`src/design/i2c_exp_pkg.sv`:
```
// Shared constants for the expander bus front end and alert logic.
package i2c_exp_pkg;
	localparam int         GPIO_N        = 18;
	localparam logic [6:0] SLAVE_ADDR    = 7'h34;
	localparam logic       DIR_READ      = 1'b1;
	localparam int         CLK_NS        = 8;
	localparam int         GLITCH_NS     = 50;
	localparam int         GLITCH_CYC    = (GLITCH_NS + CLK_NS - 1) / CLK_NS;
	localparam int         DEB_TICK_US   = 50;
	localparam int         DEB_TICK_CYC  = DEB_TICK_US * 1000 / CLK_NS;
	localparam int         RESET_HOLD_US = 120;
	localparam int         RESET_CYC     = RESET_HOLD_US * 1000 / CLK_NS;
	localparam logic [17:0] PULL_RST     = 18'h3ffff;
	localparam logic [17:0] ZERO18       = 18'h00000;
	localparam logic [3:0] BITS_BYTE     = 4'h8;

	typedef enum logic [2:0] {
		ST_IDLE = 3'b000,
		ST_ADDR = 3'b001,
		ST_AACK = 3'b010,
		ST_WBYT = 3'b011,
		ST_WACK = 3'b100,
		ST_RBYT = 3'b101,
		ST_RACK = 3'b110,
		ST_IGN  = 3'b111
	} bus_state_t;
endpackage

```
`src/design/i2c_line_filter.sv`:
```
// Two-flop synchroniser followed by a spike filter for one bus line.
module i2c_line_filter (
	input  wire logic ref_clk,
	input  wire logic resetn,
	input  wire logic raw,
	output logic      filt
);
	logic       sync1;
	logic       sync2;
	logic [2:0] cnt;
	wire        differs = sync2 != filt;
	wire        settled = cnt == 3'(i2c_exp_pkg::GLITCH_CYC - 1);

	// Idle bus level is high, so the filter starts high to avoid a false start.
	always_ff @(posedge ref_clk or negedge resetn)
	begin
		if (!resetn)
		begin
			sync1 <= 1'b1;
			sync2 <= 1'b1;
			cnt   <= 3'h0;
			filt  <= 1'b1;
		end
		else
		begin
			sync1 <= raw;
			sync2 <= sync1;
			cnt   <= (differs && !settled) ? cnt + 3'h1 : 3'h0;
			if (differs && settled)
				filt <= sync2;
		end
	end
endmodule

```
`src/design/gpio_debounce.sv`:
```
// Input synchroniser with an optional two-stage tick-clocked debounce.
module gpio_debounce (
	input  wire logic        ref_clk,
	input  wire logic        resetn,
	input  wire logic        tick,
	input  wire logic        bypass,
	input  wire logic [17:0] pin,
	output logic      [17:0] state
);
	logic [17:0] sync1;
	logic [17:0] sync2;
	logic [17:0] stage1;
	logic [17:0] stage2;
	logic [17:0] next_stage2;

	genvar i;
	generate
		for (i = 0; i < i2c_exp_pkg::GPIO_N; i++)
		begin : g_bit
			assign next_stage2[i] = (sync2[i] == stage1[i]) ? stage1[i] : stage2[i];
		end
	endgenerate

	always_ff @(posedge ref_clk or negedge resetn)
	begin
		if (!resetn)
		begin
			sync1  <= i2c_exp_pkg::ZERO18;
			sync2  <= i2c_exp_pkg::ZERO18;
			stage1 <= i2c_exp_pkg::ZERO18;
			stage2 <= i2c_exp_pkg::ZERO18;
			state  <= i2c_exp_pkg::ZERO18;
		end
		else
		begin
			sync1 <= pin;
			sync2 <= sync1;
			if (tick)
			begin
				stage1 <= sync2;
				stage2 <= next_stage2;
			end
			state <= bypass ? sync2 : stage2;
		end
	end
endmodule

```
`src/design/i2c_exp_core.sv`:
```
// Bus slave front end, reset handling and change-detect alert of the expander.

// Notes on behaviour
// - After reset every line is an input with its pulldown enabled.
// - A low reset pin forces all state and the bus machine to defaults.
// - Power-on reset and the reset pin have exactly the same effect.
// - The open-drain active-low alert tells the master an input changed.
// - Any edge on an input line raises a pending change, and the alert if its gpio_int_en bit is set.
// - Alert valid within 120 us with debounce, within 1 us without.
// - A pending change clears on return to old level or port read.
// - A read clear acts on the rising clock edge of the acknowledge bit.
// - The alert releases within 1 us after the clearing clock edge.
// - A change during the clearing acknowledge pulse may be lost.
// - After a clear every later change is detected and reported again.
// - Traffic to other slaves and output lines never touch the alert.
// - Turning an output into an input compares pin to stored value.
// - A start is data falling while the clock is high.
// - A stop is data rising while the clock is high; return to idle.
// - The address byte comes MSB first, direction bit last.
// - The slave address is 0110100; direction 1 reads, 0 writes.
// - A matching address is acknowledged by holding data low.
// - One bit per clock pulse; data stays stable while clock is high.
// - Bytes are eight bits plus an acknowledge; transmitter releases data.
// - Every received byte is acknowledged through the clock high phase.
// - On a not-acknowledge the device releases data for the stop.
module i2c_exp_core #(
	parameter int DEB_TICK_CYC = i2c_exp_pkg::DEB_TICK_CYC
) (
	input  wire logic        ref_clk,
	input  wire logic        resetn,
	input  wire logic        scl_in,
	input  wire logic        sda_in,
	output logic             sda_out,
	output logic             sda_oe_n,
	input  wire logic        int_in,
	output logic             int_out,
	output logic             int_oe_n,
	input  wire logic [17:0] gpio_in,
	input  wire logic [17:0] gpio_dir,
	input  wire logic [17:0] gpio_int_en,
	input  wire logic        debounce_en,
	input  wire logic [17:0] read_sel_mask,
	input  wire logic [7:0]  tx_data,
	output logic [17:0]      pull_en,
	output logic [17:0]      input_state,
	output logic [17:0]      int_stat,
	output logic [7:0]       rx_data,
	output logic             rx_valid,
	output logic             rx_first,
	output logic             tx_load,
	output logic             bus_busy
);
	logic                     scl_f;
	logic                     sda_f;
	logic                     scl_q;
	logic                     sda_q;
	logic [17:0]              deb_val;
	logic [17:0]              ref_val;
	logic [12:0]              tick_cnt;
	logic                     tick;
	i2c_exp_pkg::bus_state_t  state;
	i2c_exp_pkg::bus_state_t  next_state;
	logic [3:0]               bit_cnt;
	logic [7:0]               shreg;
	logic                     pull_low;
	logic                     is_read;
	logic                     first_pend;
	logic                     rd_clr;
	logic                     int_sync1;
	logic                     int_sync2;

	i2c_line_filter u_scl (
		.ref_clk (ref_clk),
		.resetn  (resetn),
		.raw     (scl_in),
		.filt    (scl_f)
	);

	i2c_line_filter u_sda (
		.ref_clk (ref_clk),
		.resetn  (resetn),
		.raw     (sda_in),
		.filt    (sda_f)
	);

	gpio_debounce u_deb (
		.ref_clk (ref_clk),
		.resetn  (resetn),
		.tick    (tick),
		.bypass  (!debounce_en),
		.pin     (gpio_in),
		.state   (deb_val)
	);

	// Bus events taken from the filtered lines, and the debounce tick wrap.
	wire scl_rise  = scl_f && !scl_q;
	wire scl_fall  = !scl_f && scl_q;
	wire start_det = scl_f && scl_q && !sda_f && sda_q;
	wire stop_det  = scl_f && scl_q && sda_f && !sda_q;
	wire byte_done = bit_cnt == i2c_exp_pkg::BITS_BYTE;
	wire addr_hit  = shreg[7:1] == i2c_exp_pkg::SLAVE_ADDR;
	wire tick_wrap = tick_cnt == 13'(DEB_TICK_CYC - 1);

	// Change detection: outputs hold the stored value so a later switch to input compares.
	wire [17:0] is_input   = ~gpio_dir;
	wire [17:0] next_stat  = is_input & (deb_val ^ ref_val);
	wire [17:0] clr_bits   = rd_clr ? read_sel_mask : i2c_exp_pkg::ZERO18;
	wire [17:0] next_ref   = (ref_val & ~clr_bits) | (deb_val & clr_bits);
	wire        alert      = |(int_stat & gpio_int_en);

	always_comb
	begin
		next_state = state;
		case (state)
			i2c_exp_pkg::ST_IDLE: next_state = state;
			i2c_exp_pkg::ST_ADDR:
				if (scl_fall && byte_done)
					next_state = addr_hit ? i2c_exp_pkg::ST_AACK : i2c_exp_pkg::ST_IGN;
			i2c_exp_pkg::ST_AACK:
				if (scl_fall)
					next_state = is_read ? i2c_exp_pkg::ST_RBYT : i2c_exp_pkg::ST_WBYT;
			i2c_exp_pkg::ST_WBYT:
				if (scl_fall && byte_done)
					next_state = i2c_exp_pkg::ST_WACK;
			i2c_exp_pkg::ST_WACK:
				if (scl_fall)
					next_state = i2c_exp_pkg::ST_WBYT;
			i2c_exp_pkg::ST_RBYT:
				if (scl_fall && byte_done)
					next_state = i2c_exp_pkg::ST_RACK;
			i2c_exp_pkg::ST_RACK:
				if (scl_fall)
					next_state = sda_q ? i2c_exp_pkg::ST_IGN : i2c_exp_pkg::ST_RBYT;
			i2c_exp_pkg::ST_IGN:  next_state = state;
			default:              next_state = i2c_exp_pkg::ST_IDLE;
		endcase
		if (start_det)
			next_state = i2c_exp_pkg::ST_ADDR;
		else if (stop_det)
			next_state = i2c_exp_pkg::ST_IDLE;
	end

	// One asynchronous reset serves both the pin and the power-on source.
	always_ff @(posedge ref_clk or negedge resetn)
	begin
		if (!resetn)
		begin
			state <= i2c_exp_pkg::ST_IDLE;
			scl_q <= 1'b1;
			sda_q <= 1'b1;
		end
		else
		begin
			state <= next_state;
			scl_q <= scl_f;
			sda_q <= sda_f;
		end
	end

	// Bit counter and shift register; sampling on rise keeps data stable while clock high.
	always_ff @(posedge ref_clk or negedge resetn)
	begin
		if (!resetn)
		begin
			bit_cnt <= 4'h0;
			shreg   <= 8'h00;
			is_read <= 1'b0;
		end
		else if (start_det || (scl_fall && (state == i2c_exp_pkg::ST_WACK)))
			bit_cnt <= 4'h0;
		else if (scl_fall && (state == i2c_exp_pkg::ST_AACK || state == i2c_exp_pkg::ST_RACK))
		begin
			bit_cnt <= 4'h0;
			shreg   <= tx_data;
		end
		else if (scl_rise && !byte_done)
		begin
			bit_cnt <= bit_cnt + 4'h1;
			if (state != i2c_exp_pkg::ST_RBYT)
				shreg <= {shreg[6:0], sda_f};
		end
		else if (scl_fall && state == i2c_exp_pkg::ST_RBYT && bit_cnt != 4'h0)
			shreg <= {shreg[6:0], 1'b0};
		else if (scl_fall && state == i2c_exp_pkg::ST_ADDR && byte_done)
			is_read <= shreg[0] == i2c_exp_pkg::DIR_READ;
	end

	// Data pull-down: acknowledges and read bits change on the falling clock; a start or stop releases it.
	always_ff @(posedge ref_clk or negedge resetn)
	begin
		if (!resetn)
			pull_low <= 1'b0;
		else if (start_det || stop_det)
			pull_low <= 1'b0;
		else if (scl_fall)
		begin
			case (next_state)
				i2c_exp_pkg::ST_AACK: pull_low <= 1'b1;
				i2c_exp_pkg::ST_WACK: pull_low <= 1'b1;
				i2c_exp_pkg::ST_RBYT:
					if (state == i2c_exp_pkg::ST_RBYT)
						pull_low <= !shreg[6];
					else
						pull_low <= !tx_data[7];
				default:              pull_low <= 1'b0;
			endcase
		end
	end

	// Rising clock of a read acknowledge clears the selected pending lines.
	always_ff @(posedge ref_clk or negedge resetn)
	begin
		if (!resetn)
		begin
			rd_clr     <= 1'b0;
			rx_data    <= 8'h00;
			rx_valid   <= 1'b0;
			rx_first   <= 1'b0;
			first_pend <= 1'b0;
			tx_load    <= 1'b0;
		end
		else
		begin
			rd_clr   <= scl_rise && state == i2c_exp_pkg::ST_RACK;
			rx_valid <= scl_fall && state == i2c_exp_pkg::ST_WBYT && byte_done;
			tx_load  <= scl_fall && next_state == i2c_exp_pkg::ST_RBYT &&
				state != i2c_exp_pkg::ST_RBYT;
			if (scl_fall && state == i2c_exp_pkg::ST_WBYT && byte_done)
			begin
				rx_data    <= shreg;
				rx_first   <= first_pend;
				first_pend <= 1'b0;
			end
			else if (state == i2c_exp_pkg::ST_AACK)
				first_pend <= 1'b1;
		end
	end

	// A change landing on the clearing edge is folded into the reference and may be lost.
	always_ff @(posedge ref_clk or negedge resetn)
	begin
		if (!resetn)
		begin
			ref_val  <= i2c_exp_pkg::ZERO18;
			int_stat <= i2c_exp_pkg::ZERO18;
		end
		else
		begin
			ref_val  <= next_ref;
			int_stat <= next_stat;
		end
	end

	// Outputs; the alert pulls low while any enabled line is pending.
	always_ff @(posedge ref_clk or negedge resetn)
	begin
		if (!resetn)
		begin
			sda_out     <= 1'b0;
			sda_oe_n    <= 1'b1;
			int_out     <= 1'b0;
			int_oe_n    <= 1'b1;
			pull_en     <= i2c_exp_pkg::PULL_RST;
			input_state <= i2c_exp_pkg::ZERO18;
			bus_busy    <= 1'b0;
			int_sync1   <= 1'b1;
			int_sync2   <= 1'b1;
		end
		else
		begin
			sda_out     <= 1'b0;
			sda_oe_n    <= !pull_low;
			int_out     <= 1'b0;
			int_oe_n    <= !alert;
			pull_en     <= is_input;
			input_state <= ref_val;
			bus_busy    <= state != i2c_exp_pkg::ST_IDLE;
			int_sync1   <= int_in;
			int_sync2   <= int_sync1;
		end
	end

	// Free-running tick that clocks the debounce stages.
	always_ff @(posedge ref_clk or negedge resetn)
	begin
		if (!resetn)
		begin
			tick_cnt <= 13'h0000;
			tick     <= 1'b0;
		end
		else
		begin
			tick_cnt <= tick_wrap ? 13'h0000 : tick_cnt + 13'h0001;
			tick     <= tick_wrap;
		end
	end
endmodule

```
`config.mk`:
```
export PLATFORM = sky130hd
export DESIGN_NAME = i2c_exp_core
export DESIGN_NICKNAME = d
export VERILOG_FILES = /design/src/design/i2c_exp_pkg.sv /design/src/design/i2c_line_filter.sv /design/src/design/gpio_debounce.sv /design/src/design/i2c_exp_core.sv
export SDC_FILE = /design/constraint.sdc
export NUM_CORES = 1
export LEC_CHECK = 0
export BUFFER_PORTS_ARGS = -buffer_cell sky130_fd_sc_hd__buf_4
export CAP_MARGIN = 20
export CORE_MARGIN = 2
export CORE_UTILIZATION = 55
export CTS_BUF_LIST = sky130_fd_sc_hd__clkbuf_4 sky130_fd_sc_hd__clkbuf_8
export DETAILED_ROUTE_END_ITERATION = 16
export PLACE_DENSITY = 0.87
export SYNTH_ARGS = -nofsm -noshare
export SYNTH_HDL_FRONTEND = slang
export SYNTH_SLANG_ARGS = --single-unit
```
`constraint.sdc`:
```
create_clock -name ref_clk -period 2.8 [get_ports ref_clk]
set_clock_uncertainty 0.1 [all_clocks]
set_input_delay 0.28 -clock ref_clk [delete_from_list [all_inputs] [get_ports ref_clk]]
set_output_delay 0.28 -clock ref_clk [all_outputs]
set_load 0.005 [all_outputs]
```
==> flow_metrics.py, run 1 <==
metrics = {
    "placement": {
        "place.port_buffers": 152,
        "dpl.hpwl_mm": 11.4,
        "routabilityCongestion": 0.875,
    },
    "global_route": {
        "grt_pass1_wl_mm": 30.3,
        "globalRouteTotalUtil_pct": 23.8,
        "overflow": 0,
        "grt_pass1_vias": 6231,
        "grt_start_max_net_pins": 97,
        "antenna_found_initial": 0,
    },
    "clock_tree": {
        "cts-root-buf": "clkbuf_8",
        "insertion_delay_ns": 0.52,
        "cts_sinks": 223,
        "cts_tree": "built",
        "cts-htree-levels": 2,
        "path_clk_slew_ns": 0.06,
        "numCtsBuffers": 36,
        "cts_buffer_depth": 3,
    },
    "worst_setup_path": {
        "slowest_stage": "dlygate4sd3_1",
        "endpoint_kind": "register",
        "cpMostUsedCell": "dlygate4sd3_1",
        "worstPathCellList": "a22oi_2 > dlygate4sd3_1 > nand4_1 > dlygate4sd3_1 > nor2_1 > dlygate4sd3_1",
        "critPathLaunchType": "register",
        "critPathMaxFanout": 2,
        "cp.required_ns": 3.15,
        "worstPathArrival_ns": 3.03,
        "slowest_delay_ns": 0.58,
        "rrSetupSlack_ns": 0.12,
        "critPathKind": "reg -> reg",
    },
    "layout": {
        "fin_nets": 963,
        "syn_to_final_growth_pct": 33.2,
        "drive_gt1_share_pct": 36.7,
        "diodes": 0,
    },
    "logic_synthesis": {
        "syn-cell-area_um2": 8330,
        "synthFlopType": "dfrtp_1",
        "synth_top_area_share_pct": 58.6,
        "yosys_warnings": 0,
        "synth-seq-cells": 223,
        "yosys.cell_count.top_type": "dfrtp_1",
        "yosys-top-cells-area": "dfrtp_1, mux2_2, dfstp_2, nor2_1, xnor2_1",
        "yosysSeqAreaShare_pct": 67.4,
        "synth_cell_type_count": 48,
        "ys_top_cells_by_count": "dfrtp_1, mux2_2, nor2_1",
        "syn_inst": 631,
        "synth_area_leader_cell": "dfrtp_1",
        "avgSynthCellArea_um2": 13.2,
        "async_flop_share_pct": 100,
        "synth_edf_count": 0,
    },
    "sta": {
        "final.min_clock_period_ns": 2.68,
        "finalCritPeriodShare_pct": 95.7,
        "fmaxAchievable_ghz": 0.373,
        "hold_viol": 0,
        "final_max_slew_viol_count": 0,
        "rsz0062_at_grt": "false",
        "tightest_slew_ns": 0.708,
        "relSlewSlack_pct": 52.8,
        "setup_violations": 0,
        "setup_tns_ns": 0,
    },
    "route": {
        "totalWireLength_mm": 18.7,
        "dr.max_layer_used": "met4",
        "drt_pass1_iterations": 5,
        "routed_via_density": 5.32,
        "met3_length_um": 999,
        "ant_nets": 0,
        "wire_per_inst_um": 17.3,
        "wl_met2_mm": 9.71,
        "drc": 0,
        "num_vias": 5756,
        "drt_iter0_drc": 345,
        "drt-met1-wl_mm": 7.30,
    },
    "power": {
        "ir_drop_mv": 0.385,
        "powerDensity_nw_per_um2": 667,
        "power.leakage_nw": 5.38,
        "total_power_mw": 7.40,
    },
    "die": {
        "io_pins": 156,
        "die_width_um": 127,
        "die-area_um2": 16100,
        "initial_core_util_pct": 56.9,
        "die_h_um": 127,
        "coreArea_um2": 14600,
        "core.rowCount": 44,
    },
    "job": {
        "max-cap-violations": 0,
    },
    "run_status": {
        "status": "completed",
    },
    "min_path": {
        "hold_class": "in -> reg",
    },
}
-- worst paths after layout --
kind / startpoint / to / depth (start not counted)
max reg2reg: int_stat[4] / int_oe_n / 6
min: tx_data[0] / shreg[0] / 3
max: int_stat[4] / int_oe_n / 6
min in group asynchronous: resetn / tick_cnt[10] / 2
min reg2reg: u_deb.sync1[3] / u_deb.sync2[3] / 0
max in group asynchronous: resetn / scl_q / 3
-- worst max-delay path, delay by kind of cell (launching register included) --
kind	cells	cell delay, ns
buf+inv	3	1.74
flops	1	0.39
compound gates	1	0.19
simple gates	2	0.20
-- stage by stage --
| stage | cells | cell area, um^2 | setup slack, ns | util (%) | hold slack, ns |
|---|---|---|---|---|---|
| after floorplan | 632 | 8340 | 0.826 | - | -0.116 |
| after global placement | 953 | 9680 | 0.639 | 66.1 | 0.232 |
| after detailed placement | 953 | 9680 | 0.533 | 66.1 | 0.235 |
| after CTS | 1081 | 11100 | 0.203 | 75.8 | 0.000496 |
| after global routing | 1081 | 11100 | 0.0267 | 75.8 | 0.00991 |
| final | 1081 | 11100 | 0.120 | 75.8 | 0.0193 |
-- final cells by class --
cell class | instances | area [um^2]
Timing Repair Buffer | 219 | 1830
Inverter | 28 | 105
Clock buffer | 60 | 751
Tap cell | 184 | 230
Fill cell | 827 | 3540
Clock inverter | 6 | 42.5
Multi-Input combinational cell | 361 | 2520
Sequential cell | 223 | 5620
-- kinds of logic after synthesis --
group | Yosys count | synth area share (%)
mux | 77 | 10.3
other cells | 1 | 0.0450
flops | 223 | 67.4
fa+ha+maj | 8 | 1.20
xor+xnor | 36 | 3.78
buf+inv | 48 | 2.42
simple gates | 166 | 9.51
compound gates | 72 | 5.38
-- state kept, by name, indices dropped and copies added (netlist names), 8 cells and up, named ones only --
signal,flops
shreg,8
u_deb.state,18
rx_data,8
int_stat,18
u_deb.sync1,18
u_deb.sync2,18
input_state,18
u_deb.stage1,18
pull_en,18
u_deb.stage2,18
tick_cnt,13
-- placed cells by master, fill, tap and decap left out, types with 2 or more instances in the layout --
master / netlist / routed
dfrtp_1: 195 / 195
buf_4: 2 / 154
mux2_2: 68 / 68
nor2_1: 62 / 62
dlygate4sd3_1: 0 / 62
clkbuf_8: 0 / 48
nand2_1: 40 / 40
a21oi_1: 38 / 38
inv_1: 28 / 28
dfstp_2: 28 / 28
xnor2_1: 26 / 26
nand2b_1: 21 / 21
nand3_1: 12 / 12
clkbuf_4: 0 / 12
xor2_1: 10 / 10
mux2i_1: 9 / 9
ha_1: 8 / 8
o21ai_0: 7 / 7
nor3_1: 7 / 7
o21ai_1: 5 / 5
a22oi_1: 6 / 5
o21a_1: 4 / 4
nor3b_1: 3 / 3
nand4_1: 3 / 3
a221oi_1: 3 / 3
and3_1: 3 / 3
clkinv_2: 0 / 3
o22ai_1: 2 / 2
and3b_1: 2 / 2
nand4b_1: 2 / 2
a22o_1: 2 / 2
conb_1: 1 / 2
buf_12: 0 / 2
-- report_power, final --
part | switching, mW | internal [mW]
Clock | 1.24 | 1.71
Combinational | 0.381 | 0.411
Sequential | 0.205 | 3.46
Total | 1.82 | 5.57
-- timing repair --
item	4_1_cts	5_1_grt
setup buffers	0	0
hold endpoints to repair	161	0
setup endpoints to repair	0	1
gates resized for setup	0	1
hold buffers	62	0
-- per-layer routing --
metal  vias to the layer above  track usage [%]
met4                         0             11.7
met3                        54             4.73
li1                       2592                -
met2                       213             41.0
met5                         -                0
met1                      2897             28.9
Power figures use the tool's default switching activity.
==> run 2: changes to the inputs <==
Settings changed: CELL_PAD_IN_SITES_DETAIL_PLACEMENT from default to 1, CELL_PAD_IN_SITES_GLOBAL_PLACEMENT from default to 1, CORE_UTILIZATION 55 to 46, PLACE_DENSITY 0.87 to 0.89.
==> run 2 against run 1 <==
Register-to-register slack improved by 0.35 ns. Global-route usage is 3.7 points higher. Final cell count is 3.6% higher. First-iteration DRC count shrank 3.2%. Worst setup slack improved by 0.35 ns. Critical path depth stayed put. Clock power is 9.2% higher. Highest routed layer unchanged.
==> flow_metrics.py, run 2 (synthesis gave the netlist of run 1 again) <==
metrics = {
    "layout": {
        "final.fill_count": 1744,
        "layout_commonest_cell": "dfrtp_1",
        "utilization_pct": 62.2,
        "syn_to_final_growth_pct": 33.2,
        "layout_common_cells": "dfrtp_1, buf_4, mux2_2",
        "drive_gt1_share_pct": 37.1,
        "fin_nets": 956,
    },
    "global_route": {
        "met3_usage_pct": 5.46,
        "grt_start_max_net_pins": 104,
        "globalRouteTotalUtil_pct": 27.5,
        "antenna_found_initial": 1,
        "overflow": 0,
        "grt_pass1_vias": 7057,
        "grt_pass1_wl_mm": 40.9,
        "grt_use_met2_pct": 51.0,
        "use_met1_pct": 31.4,
        "top_usage_layer": "met2",
    },
    "placement": {
        "dpl.hpwl_mm": 14.4,
        "routabilityCongestion": 0.817,
        "place.port_buffers": 152,
    },
    "die": {
        "die_h_um": 139,
        "initial_core_util_pct": 46.7,
        "coreArea_um2": 17800,
        "die-area_um2": 19200,
        "die_width_um": 139,
        "io_pins": 156,
        "core.rowCount": 49,
    },
    "worst_setup_path": {
        "endpoint_kind": "register",
        "cp.required_ns": 3.11,
        "critPathLaunchType": "register",
        "critPathKind": "reg -> reg",
        "worstPathArrival_ns": 2.64,
        "critPathMaxFanout": 4,
    },
    "clock_tree": {
        "cts_buffer_depth": 3,
        "cts_sinks": 223,
        "ctsHoldBuffers": 54,
        "cts_tree": "built",
        "insertion_delay_ns": 0.52,
        "path_clk_slew_ns": 0.07,
        "numCtsBuffers": 37,
        "post_cts_resized": 0,
        "cts-root-buf": "clkbuf_8",
        "post_cts_buffers": 0,
        "cts-htree-levels": 2,
    },
    "sta": {
        "final_max_slew_viol_count": 0,
        "hold_viol": 0,
        "relSlewSlack_pct": 27.5,
        "tightest_slew_ns": 1.09,
        "fmaxAchievable_ghz": 0.430,
        "rsz0062_at_grt": "false",
        "finalCritPeriodShare_pct": 83.1,
        "setup_tns_ns": 0,
        "final.min_clock_period_ns": 2.33,
        "setup_violations": 0,
    },
    "route": {
        "wire_per_inst_um": 23.3,
        "drt_iter0_drc": 334,
        "num_vias": 5916,
        "ant_nets": 0,
        "totalWireLength_mm": 26.0,
        "routed_via_density": 5.28,
        "drc": 0,
        "drt_pass1_iterations": 4,
    },
    "min_path": {
        "hold_class": "in -> reg",
    },
    "run_status": {
        "status": "completed",
    },
    "power": {
        "total_power_mw": 7.76,
        "ir_drop_mv": 0.562,
        "powerDensity_nw_per_um2": 699,
        "power.leakage_nw": 5.36,
    },
    "job": {
        "max-cap-violations": 0,
    },
}
run 2: cell count changes in the layout (fill, tap and decap cells not counted), sizes merged:
| cell | before | now |
|---|---|---|
| dlygate4sd3 | 62 | 54 |
| diode | 0 | 1 |
| clkinvlp | 1 | 0 |
| inv | 30 | 31 |
| clkinv | 3 | 0 |
| bufinv | 0 | 1 |
| clkbuf | 60 | 63 |
run 2: final timing paths:
kind	startpoint	end	slack, ns	cells after the start
max	shreg[1]	pull_low	0.47	6
min	read_sel_mask[3]	register	0.01	3
max reg2reg	shreg[1]	pull_low	0.47	6
min reg2reg	u_deb.sync1[6]	u_deb.sync2[6]	0.24	0
max in group asynchronous	resetn	sda_oe_n	1.37	3
min in group asynchronous	resetn	u_sda.cnt[2]	0.29	2
run 2: metal layers:
metal / up-vias / share of wire [%]
li1: 2575 / -
met1: 3063 / 38
met2: 216 / 54
met3: 62 / 4.5
met4: 0 / 3.3
met5: - / 0
run 2: metrics by stage:
step	std cells	hold WS, ns	setup WS (ns)	area, um^2
floorplan	632	-0.116	0.826	8340
global placement	998	0.233	0.634	9730
detailed placement	998	0.236	0.548	9730
CTS	1119	0.00220	0.487	11100
global route	1120	0.0126	0.297	11100
finish	1120	0.0119	0.472	11100
run 2: area by class of cell:
class | instances | area [um^2] | share of cell area [%]
diodes | 1 | 2.50 | 0.0225
clock buffers | 63 | 773 | 6.97
clock inverters | 4 | 58.8 | 0.530
inverters | 28 | 105 | 0.947
multi-input cells | 361 | 2520 | 22.7
flip-flops and latches | 223 | 5620 | 50.6
well taps | 229 | 287 | 2.58
repair buffers | 211 | 1740 | 15.7
run 2: where the power goes:
group	total [mW]	internal [mW]	leakage [nW]	switching (mW)
logic	0.850	0.402	2.07	0.448
registers	3.71	3.46	2.85	0.249
clock network	3.21	1.84	0.443	1.36
run 2: worst max-delay path, stage by stage (launching register included):
cell and delay, ns:
dfrtp_1 0.43, or3_1 0.45, nor4_1 0.38, o22ai_1 0.21
o21ai_1 0.22, o221ai_2 0.15, a32o_1 0.27
==> run 3: changes to the inputs <==
Settings changed: ABC_AREA from default to 1, CORE_UTILIZATION 46 to 40, PLACE_DENSITY 0.89 to 0.85.
Clock period 2.8 ns to 1.95 ns, I/O delays scaled along.
==> run 3 against run 2 <==
The flow now finishes with violations (setup timing). Sequential share of layout area is 2.7 points lower. Clock-buffer cell count is 1 lower. Die area is 15% higher. Cell area is 5.6% higher. Final cell count is 20% higher. Global-route usage is 4.5 points lower. Register-to-register slack worse by 0.51 ns. Non-clock buffer count is 40 higher. First-iteration DRC count is 7.2% lower. Fmax is 17% higher. Worst setup slack worse by 0.51 ns. Largest power group unchanged. Highest routed layer unchanged.
==> flow_metrics.py, run 3 <==
metrics = {
    "run_status": {
        "status": "finished with violations",
        "violations": "setup timing",
    },
    "placement": {
        "pre_cts_slack_ns": -0.0398,
        "dpl.hpwl_mm": 14.7,
        "place_area_um2": 9920,
        "place.port_buffers": 152,
        "place_inst": 1186,
        "routabilityCongestion": 0.852,
    },
    "logic_synthesis": {
        "synth-seq-cells": 223,
        "yosysSeqAreaShare_pct": 67.0,
        "async_flop_share_pct": 100,
        "yosys.cell_count.top_type": "dfrtp_1",
        "synth_area_leader_cell": "dfrtp_1",
        "avgSynthCellArea_um2": 10.9,
        "synth_edf_count": 0,
        "synthFlopType": "dfrtp_1",
        "yosys-top-cells-area": "dfrtp_1, dfstp_2, nand2_1, inv_1, o21ai_0",
        "yosys_warnings": 0,
        "syn-cell-area_um2": 8380,
        "synth_cell_type_count": 42,
        "synth_top_area_share_pct": 58.3,
        "syn_inst": 771,
        "ys_top_cells_by_count": "dfrtp_1, nand2_1, inv_1",
    },
    "global_route": {
        "antenna_found_initial": 0,
        "grt_pass1_wl_mm": 39.9,
        "grt_start_max_net_pins": 57,
        "globalRouteTotalUtil_pct": 23.1,
        "overflow": 0,
        "grt_pass1_vias": 7484,
    },
    "die": {
        "io_pins": 156,
        "coreArea_um2": 20400,
        "die_width_um": 149,
        "initial_core_util_pct": 41.1,
        "die-area_um2": 22100,
        "core.rowCount": 52,
        "die_h_um": 149,
    },
    "clock_tree": {
        "cts_buffer_depth": 3,
        "cts-root-buf": "clkbuf_8",
        "path_clk_slew_ns": 0.06,
        "cts_tree": "built",
        "cts_sinks": 223,
        "cts-htree-levels": 2,
        "insertion_delay_ns": 0.53,
        "numCtsBuffers": 38,
    },
    "worst_setup_path": {
        "worstPathArrival_ns": 2.35,
        "critPathMaxFanout": 3,
        "critPathLaunchType": "register",
        "critPathKind": "reg -> reg",
        "cp.required_ns": 2.32,
        "endpoint_kind": "register",
    },
    "route": {
        "drt_iter0_drc": 310,
        "ant_nets": 0,
        "wire_per_inst_um": 19.3,
        "drt_pass1_iterations": 4,
        "drc": 0,
        "routed_via_density": 5.00,
        "totalWireLength_mm": 26.0,
        "num_vias": 6732,
    },
    "layout": {
        "syn_to_final_growth_pct": 39.9,
        "diodes": 0,
        "layout_commonest_cell": "dfrtp_1",
        "utilization_pct": 57.6,
        "layout_common_cells": "dfrtp_1, buf_4, nand2_1",
        "fin_cells": 1346,
        "fin_nets": 1140,
        "drive_gt1_share_pct": 29.6,
        "final_cell_area_um2": 11700,
        "final.fill_count": 2145,
    },
    "sta": {
        "rsz0062_at_grt": "true",
        "final_max_slew_viol_count": 0,
        "fin_ws_ns": -0.0362,
        "finalCritPeriodShare_pct": 102,
        "setup_violations": 1,
        "whs_ns": 0.0728,
        "hold_viol": 0,
        "fmaxAchievable_ghz": 0.503,
        "final.min_clock_period_ns": 1.99,
    },
    "job": {
        "max-cap-violations": 0,
    },
    "power": {
        "powerDensity_nw_per_um2": 1080,
        "ir_drop_mv": 0.485,
        "power.leakage_nw": 5.89,
    },
    "min_path": {
        "hold_class": "in -> async",
    },
}
[run 3: cell types whose count changed after synthesis, moves of 6 or more]
cell      before  now
mux2_2        68   11
o211ai_1       0    6
nand3_1       12   27
inv_1         28   96
inv_2          0    6
nand2b_1      21    0
xnor2_1       26   20
a31oi_1        0   19
o21ai_0        7   66
a22oi_1        6    0
a21oi_1       38   23
mux2i_1        9    0
nand2_1       40  127
[run 3: worst paths after layout]
path,slack (ns),cells after the start,startpoint,endpoint
min in group ref_clk,0.21,2,gpio_in[4],u_deb.sync1[4]
worst min-delay path,0.07,2,resetn,u_deb.sync1[16]
max in group asynchronous,0.97,3,resetn,u_sda.sync2
worst max register to register,-0.04,15,bit_cnt[1],pull_low
worst max-delay path,-0.04,15,bit_cnt[1],pull_low
worst min register to register,0.25,0,u_deb.sync1[1],u_deb.sync2[1]
[run 3: metal layers]
metal	track usage, %	vias up	routed length [um]
met3	3.59	75	1180
met2	42.0	217	13800
met1	27.5	3402	10100
met4	8.57	0	914
met5	0	-	0
li1	-	3038	-
[run 3: cell families (layout without fill, tap and decap cells)]
kind of cell | Yosys count | after routing | share of synthesized area (%)
AOI/OAI and AO/OA | 133 | 133 | 8.98
xor gates and xnor gates | 27 | 27 | 2.82
adders and majority gates | 8 | 8 | 1.19
buffers and inverters | 120 | 424 | 5.53
DFF | 223 | 223 | 67.0
muxes | 11 | 11 | 1.48
other | 1 | 2 | 0.0448
and+or+nand+nor | 248 | 248 | 12.9
[run 3: critical path: stages, from the launching register on]
cell	delay, ns
dfrtp_1	0.40
inv_2	0.10
ha_4	0.15
nand2_2	0.07
nor2_4	0.20
buf_6	0.14
nand3_4	0.07
nand2_2	0.08
inv_2	0.05
nand2_4	0.08
nand2_4	0.07
nor2_4	0.14
nand2_1	0.07
nand2_1	0.06
nand3_1	0.08
nand2_1	0.08
[run 3: layout make-up]
type	count	area (um^2)	share of cell area (%)
clock buffers	62	753	6.43
multi-input cells	429	2380	20.3
flip-flops and latches	223	5620	47.9
clock inverters	8	98.8	0.843
well taps	270	338	2.88
inverters	103	387	3.30
repair buffers	251	2150	18.4
[run 3: repair_timing]
action	4_1_cts	5_1_grt
pin swaps	1	6
resized for setup	1	20
hold endpoints to repair	289	0
setup endpoints to repair	3	14
hold buffers	78	0
buffers inserted	3	9
[run 3: through the flow]
step	power [mW]	TNS, ns
6_report	12.7	-0.0362
4_1_cts	12.3	-0.0216
3_3_place_gp	7.35	0
5_1_grt	13.3	-0.309
3_5_place_dp	7.50	-0.0398
2_1_floorplan	6.63	0
[run 3: report_power, final]
| group | internal, mW | total (mW) | switching [mW] |
|---|---|---|---|
| Sequential | 5.17 | 5.59 | 0.427 |
| Combinational | 1.05 | 2.48 | 1.42 |
| Clock | 2.72 | 4.62 | 1.90 |
